## config.mk

```make
export PLATFORM = sky130hd
export DESIGN_NAME = bus_transceiver_mode_control
export DESIGN_NICKNAME = d
export VERILOG_FILES = /design/src/bus_mode_pkg.sv /design/src/bus_transceiver_mode_control.sv
export VERILOG_INCLUDE_DIRS = /design/src
export SDC_FILE = /design/constraint.sdc
export NUM_CORES = 1
export LEC_CHECK = 0
export ABC_AREA = 1
export BUFFER_PORTS_ARGS = -buffer_cell sky130_fd_sc_hd__buf_2
export CAP_MARGIN = 40
export CELL_PAD_IN_SITES_DETAIL_PLACEMENT = 1
export CELL_PAD_IN_SITES_GLOBAL_PLACEMENT = 1
export CORE_MARGIN = 2
export CORE_UTILIZATION = 41
export CTS_BUF_LIST = sky130_fd_sc_hd__clkbuf_4
export DETAILED_ROUTE_END_ITERATION = 10
export HOLD_SLACK_MARGIN = 0.06
export PLACE_DENSITY = 0.92
export SETUP_SLACK_MARGIN = 0.2
export SYNTH_ARGS = -nofsm -noshare
export SYNTH_HDL_FRONTEND = slang
export SYNTH_SLANG_ARGS = --single-unit
export TNS_END_PERCENT = 5
```

## constraint.sdc

```tcl
create_clock -name CORE_CLK -period 1.9 [get_ports CORE_CLK]
set_clock_uncertainty 0.1 [all_clocks]
set_input_delay 0.38 -clock CORE_CLK [delete_from_list [all_inputs] [get_ports CORE_CLK]]
set_output_delay 0.38 -clock CORE_CLK [all_outputs]
set_load 0.01 [all_outputs]
```

## src/bus_mode_regs.svh

```systemverilog
/*
 * Offsets, field positions, reset and forced values of the two bus mode control registers.
 * Assumes inclusion by bare name from the design module.
 */
`ifndef BUS_MODE_REGS_SVH
`define BUS_MODE_REGS_SVH

// Register addresses on the 7-bit serial address field
`define BUS_PRIMARY_ADDR 7'h04
`define BUS_SECONDARY_ADDR 7'h05

// Primary register fields
`define PRI_FLASH_BIT 7
`define PRI_LOW_SLOPE_BIT 6
`define PRI_TX_TIMEOUT_BIT 5
`define PRI_FIRST_LIN_MODE_MSB 4
`define PRI_FIRST_LIN_MODE_LSB 3
`define PRI_SWK_BIT 2
`define PRI_CAN_MSB 1
`define PRI_CAN_LSB 0

// Secondary register fields
`define SEC_PEAK_BIT 5
`define SEC_SECOND_LIN_MODE_MSB 1
`define SEC_SECOND_LIN_MODE_LSB 0
`define SEC_WRITE_MASK 8'h23

// Reset and fail-safe values
`define PRI_RESET_VAL 8'h20
`define SEC_RESET_VAL 8'h00
`define PRI_FAILSAFE_LOW 5'h09
`define SEC_FAILSAFE_VAL 8'h01

`endif

```

## src/bus_mode_pkg.sv

```systemverilog
/*
 * Types shared by the bus mode control block.
 * Assumes nothing beyond a SystemVerilog compiler.
 */
package bus_mode_pkg;

    // Two-bit transceiver mode code
    typedef enum logic [1:0] {
        XCVR_OFF = 2'h0,
        XCVR_WAKE = 2'h1,
        XCVR_RX_ONLY = 2'h2,
        XCVR_NORMAL = 2'h3
    } xcvr_mode_t;

    // Chip operating mode reported by the mode state machine
    typedef enum logic [2:0] {
        CHIP_INIT = 3'h0,
        CHIP_NORMAL = 3'h1,
        CHIP_STOP = 3'h2,
        CHIP_SLEEP = 3'h3,
        CHIP_RESTART = 3'h4,
        CHIP_FAILSAFE = 3'h5
    } chip_mode_t;

    // One serial write or read request as decoded by the frame logic
    typedef struct packed {
        logic wr;
        logic [6:0] addr;
        logic [7:0] data;
    } reg_req_t;

    // Transceiver controls handed to the analog front ends
    typedef struct packed {
        logic flash_mode;
        logic low_slope_select;
        logic tx_timeout_enable;
        xcvr_mode_t first_lin_mode;
        logic selective_wake;
        xcvr_mode_t can_mode;
        xcvr_mode_t second_lin_mode;
        logic regulator_peak_threshold_sel;
    } xcvr_ctrl_t;

endpackage : bus_mode_pkg

```

## src/bus_transceiver_mode_control.sv

```systemverilog
/*
 * Bus transceiver mode control: two serial-written control registers selecting CAN and LIN
 * transceiver modes, LIN slope options and the main regulator peak threshold, plus the
 * automatic mode changes on Sleep, Stop and failure-driven Fail-Safe entry.
 * Assumes a serial frame decoder on CORE_CLK that presents one decoded request per frame
 * together with the chip select level, and a chip mode state machine on the same clock.
 */
// How it works
// - Primary bit 7 high turns LIN slope control off for fast flashing.
// - Primary bit 6 high selects LIN low-slope operation.
// - Primary bit 5 enables the LIN transmit time-out.
// - Primary bits 4:3 set first LIN mode off, wake, receive, normal.
// - Primary bits 2:0 set CAN mode; bit 2 adds selective wake.
// - Flash and low-slope changes apply when chip select returns high.
// - Only host writes and failure Fail-Safe entry change the selective-wake bit.
// - Sleep entry without system error turns CAN normal into wake capable.
// - CAN receive-only goes wake capable on Sleep, stays on Stop.
// - CAN wake capable or off stays unchanged on low-power entry.
// - Failure Fail-Safe entry forces primary low five bits to 0 1001.
// - Failure Fail-Safe entry forces secondary register to 0000 0001.
// - Secondary bit 5 selects low or high regulator peak threshold.
// - Peak threshold is writable in Init and Normal, not Stop.
// - Stop-mode peak write raises no access failure nor interrupt.
// - Secondary bits 1:0 set second LIN mode.
// - Secondary reserved bits always read zero.
`timescale 1ns/100ps
`include "bus_mode_regs.svh"

module bus_transceiver_mode_control (
    // Clock and reset
    input wire logic CORE_CLK,
    input wire logic SRST,
    // Serial frame side
    input wire logic SERIAL_CHIP_SELECT,
    input wire logic REQ_VALID,
    input wire bus_mode_pkg::reg_req_t REQ,
    // Chip state
    input wire bus_mode_pkg::chip_mode_t CHIP_MODE,
    input wire logic FAILURE_ENTRY,
    input wire logic SYSTEM_ERROR_FLAG,
    // Register read back
    output logic [7:0] RD_DATA,
    output logic RD_VALID,
    output logic ACCESS_FAIL,
    // Transceiver controls
    output bus_mode_pkg::xcvr_ctrl_t XCVR_CTRL
);

    ////////////////////////////////////////////////////////////////////////////////////////
    // Behaviour in brief
    //
    // Host writes land at the edge that takes the request. The transceiver controls follow
    // one edge later, so the analog side never sees a half-written byte.
    // The two slope bits are the exception. They wait for the end of the frame, because a
    // slope change in the middle of a LIN frame would distort the bits on the wire.
    // Sleep and Stop entry events last one cycle, Fail-Safe entry as long as the failure input is high. They win over a host write
    // of the same bits in that cycle, and the host can always write again afterwards.
    // The block never flags an access failure. A peak threshold write in Stop is dropped
    // silently, and the host can only notice that by reading the register back.
    // Restart behaviour belongs to the mode state machine, and nothing here reacts to it.
    // Limitation: a level on the failure input keeps forcing the wake values while it stays
    // high, so host writes to the forced fields are lost until it drops.

    ////////////////////////////////////////////////////////////////////////////////////////
    // Decode helpers

    // True when a write request targets the given address
    function automatic logic wr_hit(input bus_mode_pkg::reg_req_t r, input logic [6:0] a);
        wr_hit = r.wr && (r.addr == a);
    endfunction : wr_hit

    // Automatic CAN low-bit change on entry to a low-power mode
    function automatic logic [1:0] can_low_power(input logic [1:0] cur, input logic to_sleep,
                                                 input logic system_error_flag);
        can_low_power = cur;
        if (to_sleep && (cur == bus_mode_pkg::XCVR_RX_ONLY)) begin
            can_low_power = bus_mode_pkg::XCVR_WAKE;
        end
        if (to_sleep && !system_error_flag && (cur == bus_mode_pkg::XCVR_NORMAL)) begin
            can_low_power = bus_mode_pkg::XCVR_WAKE;
        end
    endfunction : can_low_power

    // True when a read request targets the given address
    function automatic logic rd_hit(input bus_mode_pkg::reg_req_t r, input logic [6:0] a);
        rd_hit = !r.wr && (r.addr == a);
    endfunction : rd_hit

    // True for either address this block answers; all others stay silent
    function automatic logic mapped(input logic [6:0] a);
        mapped = (a == `BUS_PRIMARY_ADDR) || (a == `BUS_SECONDARY_ADDR);
    endfunction : mapped

    // Two-bit mode field of a register as the enumerated transceiver mode
    function automatic bus_mode_pkg::xcvr_mode_t mode_of(input logic [1:0] f);
        mode_of = bus_mode_pkg::xcvr_mode_t'(f);
    endfunction : mode_of

    ////////////////////////////////////////////////////////////////////////////////////////
    // Input synchronisation of the chip select pin

    localparam int SYNC_STAGES = 3;

    // Stage 0 faces the pin and only stage 1 reads it, so a metastable value never fans out
    logic [SYNC_STAGES-1:0] cs_sync_reg;
    logic cs_stage2;
    logic cs_stage3;
    logic cs_level_reg;

    // Shift chain preset high, so reset looks like a deselected frame and no false rise follows
    always_ff @(posedge CORE_CLK) begin
        if (SRST) begin
            cs_sync_reg <= '1;
        end else begin
            cs_sync_reg <= {cs_sync_reg[SYNC_STAGES-2:0], SERIAL_CHIP_SELECT};
        end
    end

    assign cs_stage2 = cs_sync_reg[1];
    assign cs_stage3 = cs_sync_reg[2];

    // Level only moves once stages two and three agree, which filters a one-cycle glitch
    always_ff @(posedge CORE_CLK) begin
        if (SRST) begin
            cs_level_reg <= 1'b1;
        end else if (cs_stage2 == cs_stage3) begin
            cs_level_reg <= cs_stage3;
        end
    end

    // One-cycle strobe on the agreed low-to-high step of the chip select
    logic cs_rise;
    assign cs_rise = cs_stage2 && cs_stage3 && !cs_level_reg;

    ////////////////////////////////////////////////////////////////////////////////////////
    // Mode entry detection

    bus_mode_pkg::chip_mode_t mode_prev_reg;

    // Remember last mode so a mode entry is seen once
    always_ff @(posedge CORE_CLK) begin
        if (SRST) begin
            mode_prev_reg <= bus_mode_pkg::CHIP_INIT;
        end else begin
            mode_prev_reg <= CHIP_MODE;
        end
    end

    // Sleep and stop strobes last one cycle, so holding the mode acts only once; fail-safe entry lasts while the failure input is high
    logic enter_sleep;
    logic enter_stop;
    logic enter_failsafe;
    assign enter_sleep = (CHIP_MODE == bus_mode_pkg::CHIP_SLEEP) && (mode_prev_reg != bus_mode_pkg::CHIP_SLEEP);
    assign enter_stop = (CHIP_MODE == bus_mode_pkg::CHIP_STOP) && (mode_prev_reg != bus_mode_pkg::CHIP_STOP);
    assign enter_failsafe = FAILURE_ENTRY && (CHIP_MODE == bus_mode_pkg::CHIP_FAILSAFE);

    // Host write strobes, one for each register
    logic wr_pri;
    logic wr_sec;
    assign wr_pri = REQ_VALID && wr_hit(REQ, `BUS_PRIMARY_ADDR);
    assign wr_sec = REQ_VALID && wr_hit(REQ, `BUS_SECONDARY_ADDR);

    ////////////////////////////////////////////////////////////////////////////////////////
    // Primary register

    logic [7:0] pri_reg;
    logic [7:0] pri_next;

    // Hardware events win over a host write in the same cycle, so a forced wake setting
    // cannot be lost to a late frame.
    always_comb begin
        pri_next = pri_reg;
        if (wr_pri) begin
            pri_next = REQ.data;
        end
        if (enter_failsafe) begin
            pri_next[4:0] = `PRI_FAILSAFE_LOW;
        end else if (enter_sleep || enter_stop) begin
            // Selective-wake bit is never touched here
            pri_next[`PRI_CAN_MSB:`PRI_CAN_LSB] = can_low_power(pri_reg[`PRI_CAN_MSB:`PRI_CAN_LSB],
                                                                 enter_sleep, SYSTEM_ERROR_FLAG);
        end
    end

    always_ff @(posedge CORE_CLK) begin
        if (SRST) begin
            pri_reg <= `PRI_RESET_VAL;
        end else begin
            pri_reg <= pri_next;
        end
    end

    ////////////////////////////////////////////////////////////////////////////////////////
    // Secondary register

    logic [7:0] sec_reg;
    logic [7:0] sec_next;
    logic peak_locked;
    assign peak_locked = (CHIP_MODE == bus_mode_pkg::CHIP_STOP);

    // Peak bit frozen in Stop; write of other fields still lands
    always_comb begin
        sec_next = sec_reg;
        if (wr_sec) begin
            sec_next = REQ.data & `SEC_WRITE_MASK;
            if (peak_locked) begin
                sec_next[`SEC_PEAK_BIT] = sec_reg[`SEC_PEAK_BIT];
            end
        end
        if (enter_failsafe) begin
            sec_next = `SEC_FAILSAFE_VAL;
        end
    end

    always_ff @(posedge CORE_CLK) begin
        if (SRST) begin
            sec_reg <= `SEC_RESET_VAL;
        end else begin
            sec_reg <= sec_next;
        end
    end

    ////////////////////////////////////////////////////////////////////////////////////////
    // Slope options held until chip select returns high

    logic flash_reg;
    logic low_slope_reg;

    // Shadow copies avoid slope glitches while a frame is still in flight
    always_ff @(posedge CORE_CLK) begin
        if (SRST) begin
            flash_reg <= 1'b0;
            low_slope_reg <= 1'b0;
        end else if (cs_rise) begin
            flash_reg <= pri_reg[`PRI_FLASH_BIT];
            low_slope_reg <= pri_reg[`PRI_LOW_SLOPE_BIT];
        end
    end

    ////////////////////////////////////////////////////////////////////////////////////////
    // Read back and status

    // Read strobes, decoded once and shared by the two read processes
    logic rd_any;
    logic rd_pri;
    logic rd_sec;
    assign rd_pri = REQ_VALID && rd_hit(REQ, `BUS_PRIMARY_ADDR);
    assign rd_sec = REQ_VALID && rd_hit(REQ, `BUS_SECONDARY_ADDR);
    assign rd_any = REQ_VALID && !REQ.wr && mapped(REQ.addr);

    // Valid only for the two mapped addresses; any other read goes unanswered
    always_ff @(posedge CORE_CLK) begin
        if (SRST) begin
            RD_VALID <= 1'b0;
        end else begin
            RD_VALID <= rd_any;
        end
    end

    // Read data reflects stored state including hardware changes; it idles at zero
    always_ff @(posedge CORE_CLK) begin
        if (SRST) begin
            RD_DATA <= 8'h00;
        end else if (rd_pri) begin
            RD_DATA <= pri_reg;
        end else if (rd_sec) begin
            RD_DATA <= sec_reg & `SEC_WRITE_MASK;
        end else begin
            RD_DATA <= 8'h00;
        end
    end

    // No access failure from this block; a locked peak write is silently dropped
    always_ff @(posedge CORE_CLK) begin
        if (SRST) begin
            ACCESS_FAIL <= 1'b0;
        end else begin
            ACCESS_FAIL <= 1'b0;
        end
    end

    ////////////////////////////////////////////////////////////////////////////////////////
    // Transceiver control outputs
    //
    // One process for each group of controls. Every bit is a flip-flop, so the analog front
    // ends see clean levels, at the cost of one cycle of latency after the register.

    logic out_flash_reg;
    logic out_low_slope_reg;
    logic out_tx_timeout_reg;
    bus_mode_pkg::xcvr_mode_t out_first_lin_mode_reg;
    bus_mode_pkg::xcvr_mode_t out_second_lin_mode_reg;
    logic out_swk_reg;
    bus_mode_pkg::xcvr_mode_t out_can_reg;
    logic out_peak_reg;

    // LIN slope options, taken from the end-of-frame copies
    always_ff @(posedge CORE_CLK) begin
        if (SRST) begin
            out_flash_reg <= 1'b0;
            out_low_slope_reg <= 1'b0;
        end else begin
            out_flash_reg <= flash_reg;
            out_low_slope_reg <= low_slope_reg;
        end
    end

    // LIN transmit time-out and both LIN transceiver modes
    always_ff @(posedge CORE_CLK) begin
        if (SRST) begin
            out_tx_timeout_reg <= 1'b1;
            out_first_lin_mode_reg <= bus_mode_pkg::XCVR_OFF;
            out_second_lin_mode_reg <= bus_mode_pkg::XCVR_OFF;
        end else begin
            out_tx_timeout_reg <= pri_reg[`PRI_TX_TIMEOUT_BIT];
            out_first_lin_mode_reg <= mode_of(pri_reg[`PRI_FIRST_LIN_MODE_MSB:`PRI_FIRST_LIN_MODE_LSB]);
            out_second_lin_mode_reg <= mode_of(sec_reg[`SEC_SECOND_LIN_MODE_MSB:`SEC_SECOND_LIN_MODE_LSB]);
        end
    end

    // CAN mode and its selective-wake qualifier
    always_ff @(posedge CORE_CLK) begin
        if (SRST) begin
            out_swk_reg <= 1'b0;
            out_can_reg <= bus_mode_pkg::XCVR_OFF;
        end else begin
            out_swk_reg <= pri_reg[`PRI_SWK_BIT];
            out_can_reg <= mode_of(pri_reg[`PRI_CAN_MSB:`PRI_CAN_LSB]);
        end
    end

    // Main regulator peak threshold select
    always_ff @(posedge CORE_CLK) begin
        if (SRST) begin
            out_peak_reg <= 1'b0;
        end else begin
            out_peak_reg <= sec_reg[`SEC_PEAK_BIT];
        end
    end

    // Pure wiring of the flip-flops into the output carrier, in its field order
    assign XCVR_CTRL = {out_flash_reg, out_low_slope_reg, out_tx_timeout_reg, out_first_lin_mode_reg,
                        out_swk_reg, out_can_reg, out_second_lin_mode_reg, out_peak_reg};

endmodule : bus_transceiver_mode_control

```

==> flow_summary.ini <==
[clock_tree]
cts_made_buffers = 5
h-tree-depth = 2
holdBufCountCts = 0
cts.path.max_buffers = 2
ctsRootBufferMaster = clkbuf_4
tritoncts = yes
post-cts-setup-buffers = 0
cts_sinks = 40
cts_resized = 0
clkTransAtPathRegs_ns = 0.13
clk_latency_ns = 0.36

[worst_setup_path]
critical_path_class = flop to output pin
slowest_stage = dfxtp_1
critPathCaptureType = output pin
path_cells = buf_2
cp-start-kind = flop
critPathMaxFanout = 1
critPathMaxStageDelay_ns = 0.34
reg2reg_depth = 5
arrival_ns = 0.84
required_ns = 1.42
cp.depth = 1
path_buf_inv = 1
crit_family = flip-flops

[place]
dpl.cell_count = 269
dp_hpwl_um = 2779
portBuffers = 44
gp_congestion = 0.7973

[power]
vdd_ir_drop_max_v = 0.0002958
p_per_area_nw_per_um2 = 829.4
p_leak_nw = 0.9021
finalPower_mw = 1.544

[worst_hold_path]
min_path_type = primary input to flop
hold_path_depth = 2

[synthesis]
syn-cell-area_sq_um = 1539
yosysWarnings = 0
syn_avg_cell_area_sq_um = 8.364
ys_seq_area_share_pct = 52.03
synth_area_leader_cell = dfxtp_1
ys_ff_latch = 40
yosys-top-cells-area = dfxtp_1 52%, inv_1 6.1%, nand2_1 6.1%
synth_top_area_share_pct = 52.03
syn_inst = 184
synth_nets = 210
ys_types = 28

[floorplanning]
die_w_um = 65.27
start_util_pct = 42.36
die_area_sq_um = 4260
ios = 46
core_area_sq_um = 3633
num_rows = 22
die_height_um = 65.27

[sta]
report.final.slew_viol_count = 0
setup-violations-final = 0
rsz0062_at_grt = no
min_period_over_period_pct = 69.21
finalHoldViolCount = 0
fin_setup_tns_ns = 0
min_period_ns = 1.315
max_freq_mhz = 760.4

[status]
outcome = complete, no violations

[layout]
multi_input_area_sq_um = 565.5
area_growth_pct = 20.98
final_common_cell = buf_2
regArea_sq_um = 800.8
final_net_count = 254
final_cell_mix = 44 x buf_2, 40 x dfxtp_1, 25 x inv_1, 25 x nand2_1, 25 x nor2_1
fin_cells = 278
drive_gt1_share_pct = 33.62
nFillCells = 481

[drt]
drc_errors = 0
drt-wirelength-per-cell_um = 12.57
drt_first_iter_violations = 30
routed_wl_um = 3494
firstDrtPassIters = 4
via_count = 1286
ant_nets = 0
viasPerCell = 4.626

[global_route]
grt_pass1_vias = 1347
grt_pass1_wl_um = 5989
gr-usage-all-layers_pct = 19.23
grt_max_degree = 15
grt_antenna_before_repair = 1
overflow = 0

[run]
cap_violations = 0
path summary, 6_finish.rpt:
kind / slack (ns) / to / from
setup / recovery: 0.58 / XCVR_CTRL[7] / out_first_lin_mode_reg[1]
setup reg to reg: 0.60 / low_slope_reg / cs_sync_reg[2]
hold reg to reg: 0.33 / cs_sync_reg[1] / cs_sync_reg[0]
hold / removal: 0.09 / cs_sync_reg[0] / SERIAL_CHIP_SELECT
routing by layer:
layer	global-route usage, %	part of all wire (%)
met1	20.28	40
met2	34.82	53
met3	2.911	3.9
met4	13.28	2.9
met5	0	0
cell type report:
type,count,area share [%]
multi-input combinational,105,30.38
sequential,40,43.01
clock buffer,5,2.016
clock inverter,3,2.554
antenna,1,0.1344
tap,48,3.226
inverter,30,6.048
timing repair buffer,46,12.63
power by group:
| group | switching (mW) | leakage [nW] | internal (mW) | total [mW] |
|---|---|---|---|---|
| combinational | 0.0636 | 0.532 | 0.0406 | 0.104 |
| sequential | 0.00563 | 0.324 | 0.854 | 0.859 |
| clock | 0.300 | 0.0454 | 0.281 | 0.581 |
| total | 0.369 | 0.902 | 1.18 | 1.54 |
logic make-up after synthesis:
group	count (synthesis)	synth area share (%)
and+or+nand+nor	81	27.24
DFF	40	52.03
buffers and inverters	39	11.22
AOI/OAI and AO/OA	22	8.456
adders and majority gates	1	0.8129
other	1	0.2437
cell usage after synthesis:
cell,number
or2_2,3
o21ai_1,2
o21ai_0,3
o21a_1,1
buf_2,3
nand2_2,3
nand3_1,10
ha_1,1
a31oi_1,1
nor2_8,1
inv_1,25
nor2_1,25
o211ai_1,1
a21oi_1,10
dfxtp_1,40
nor2_2,1
inv_2,5
nor3_2,3
nand4_1,5
o21ai_2,3
nor3_4,1
o21bai_1,1
nor2_4,2
nand2_1,25
nand2_4,1
and2_1,1
buf_4,6
conb_1,1
stage by stage:
stage | utilization (%) | worst slack (ns) | instance area (sq um) | hold WS (ns)
after CTS | 51.17 | 0.5595 | 1859 | 0.08568
after detailed placement | 48.83 | 0.3779 | 1774 | 0.3031
after global placement | 48.83 | 0.4369 | 1774 | 0.2929
after global routing | 51.24 | 0.4803 | 1862 | 0.1031
after floorplan | - | 0.6061 | 1539 | 0.2895
final | 51.24 | 0.5849 | 1862 | 0.09032
No activity file was read; power rests on OpenSTA's default activity.
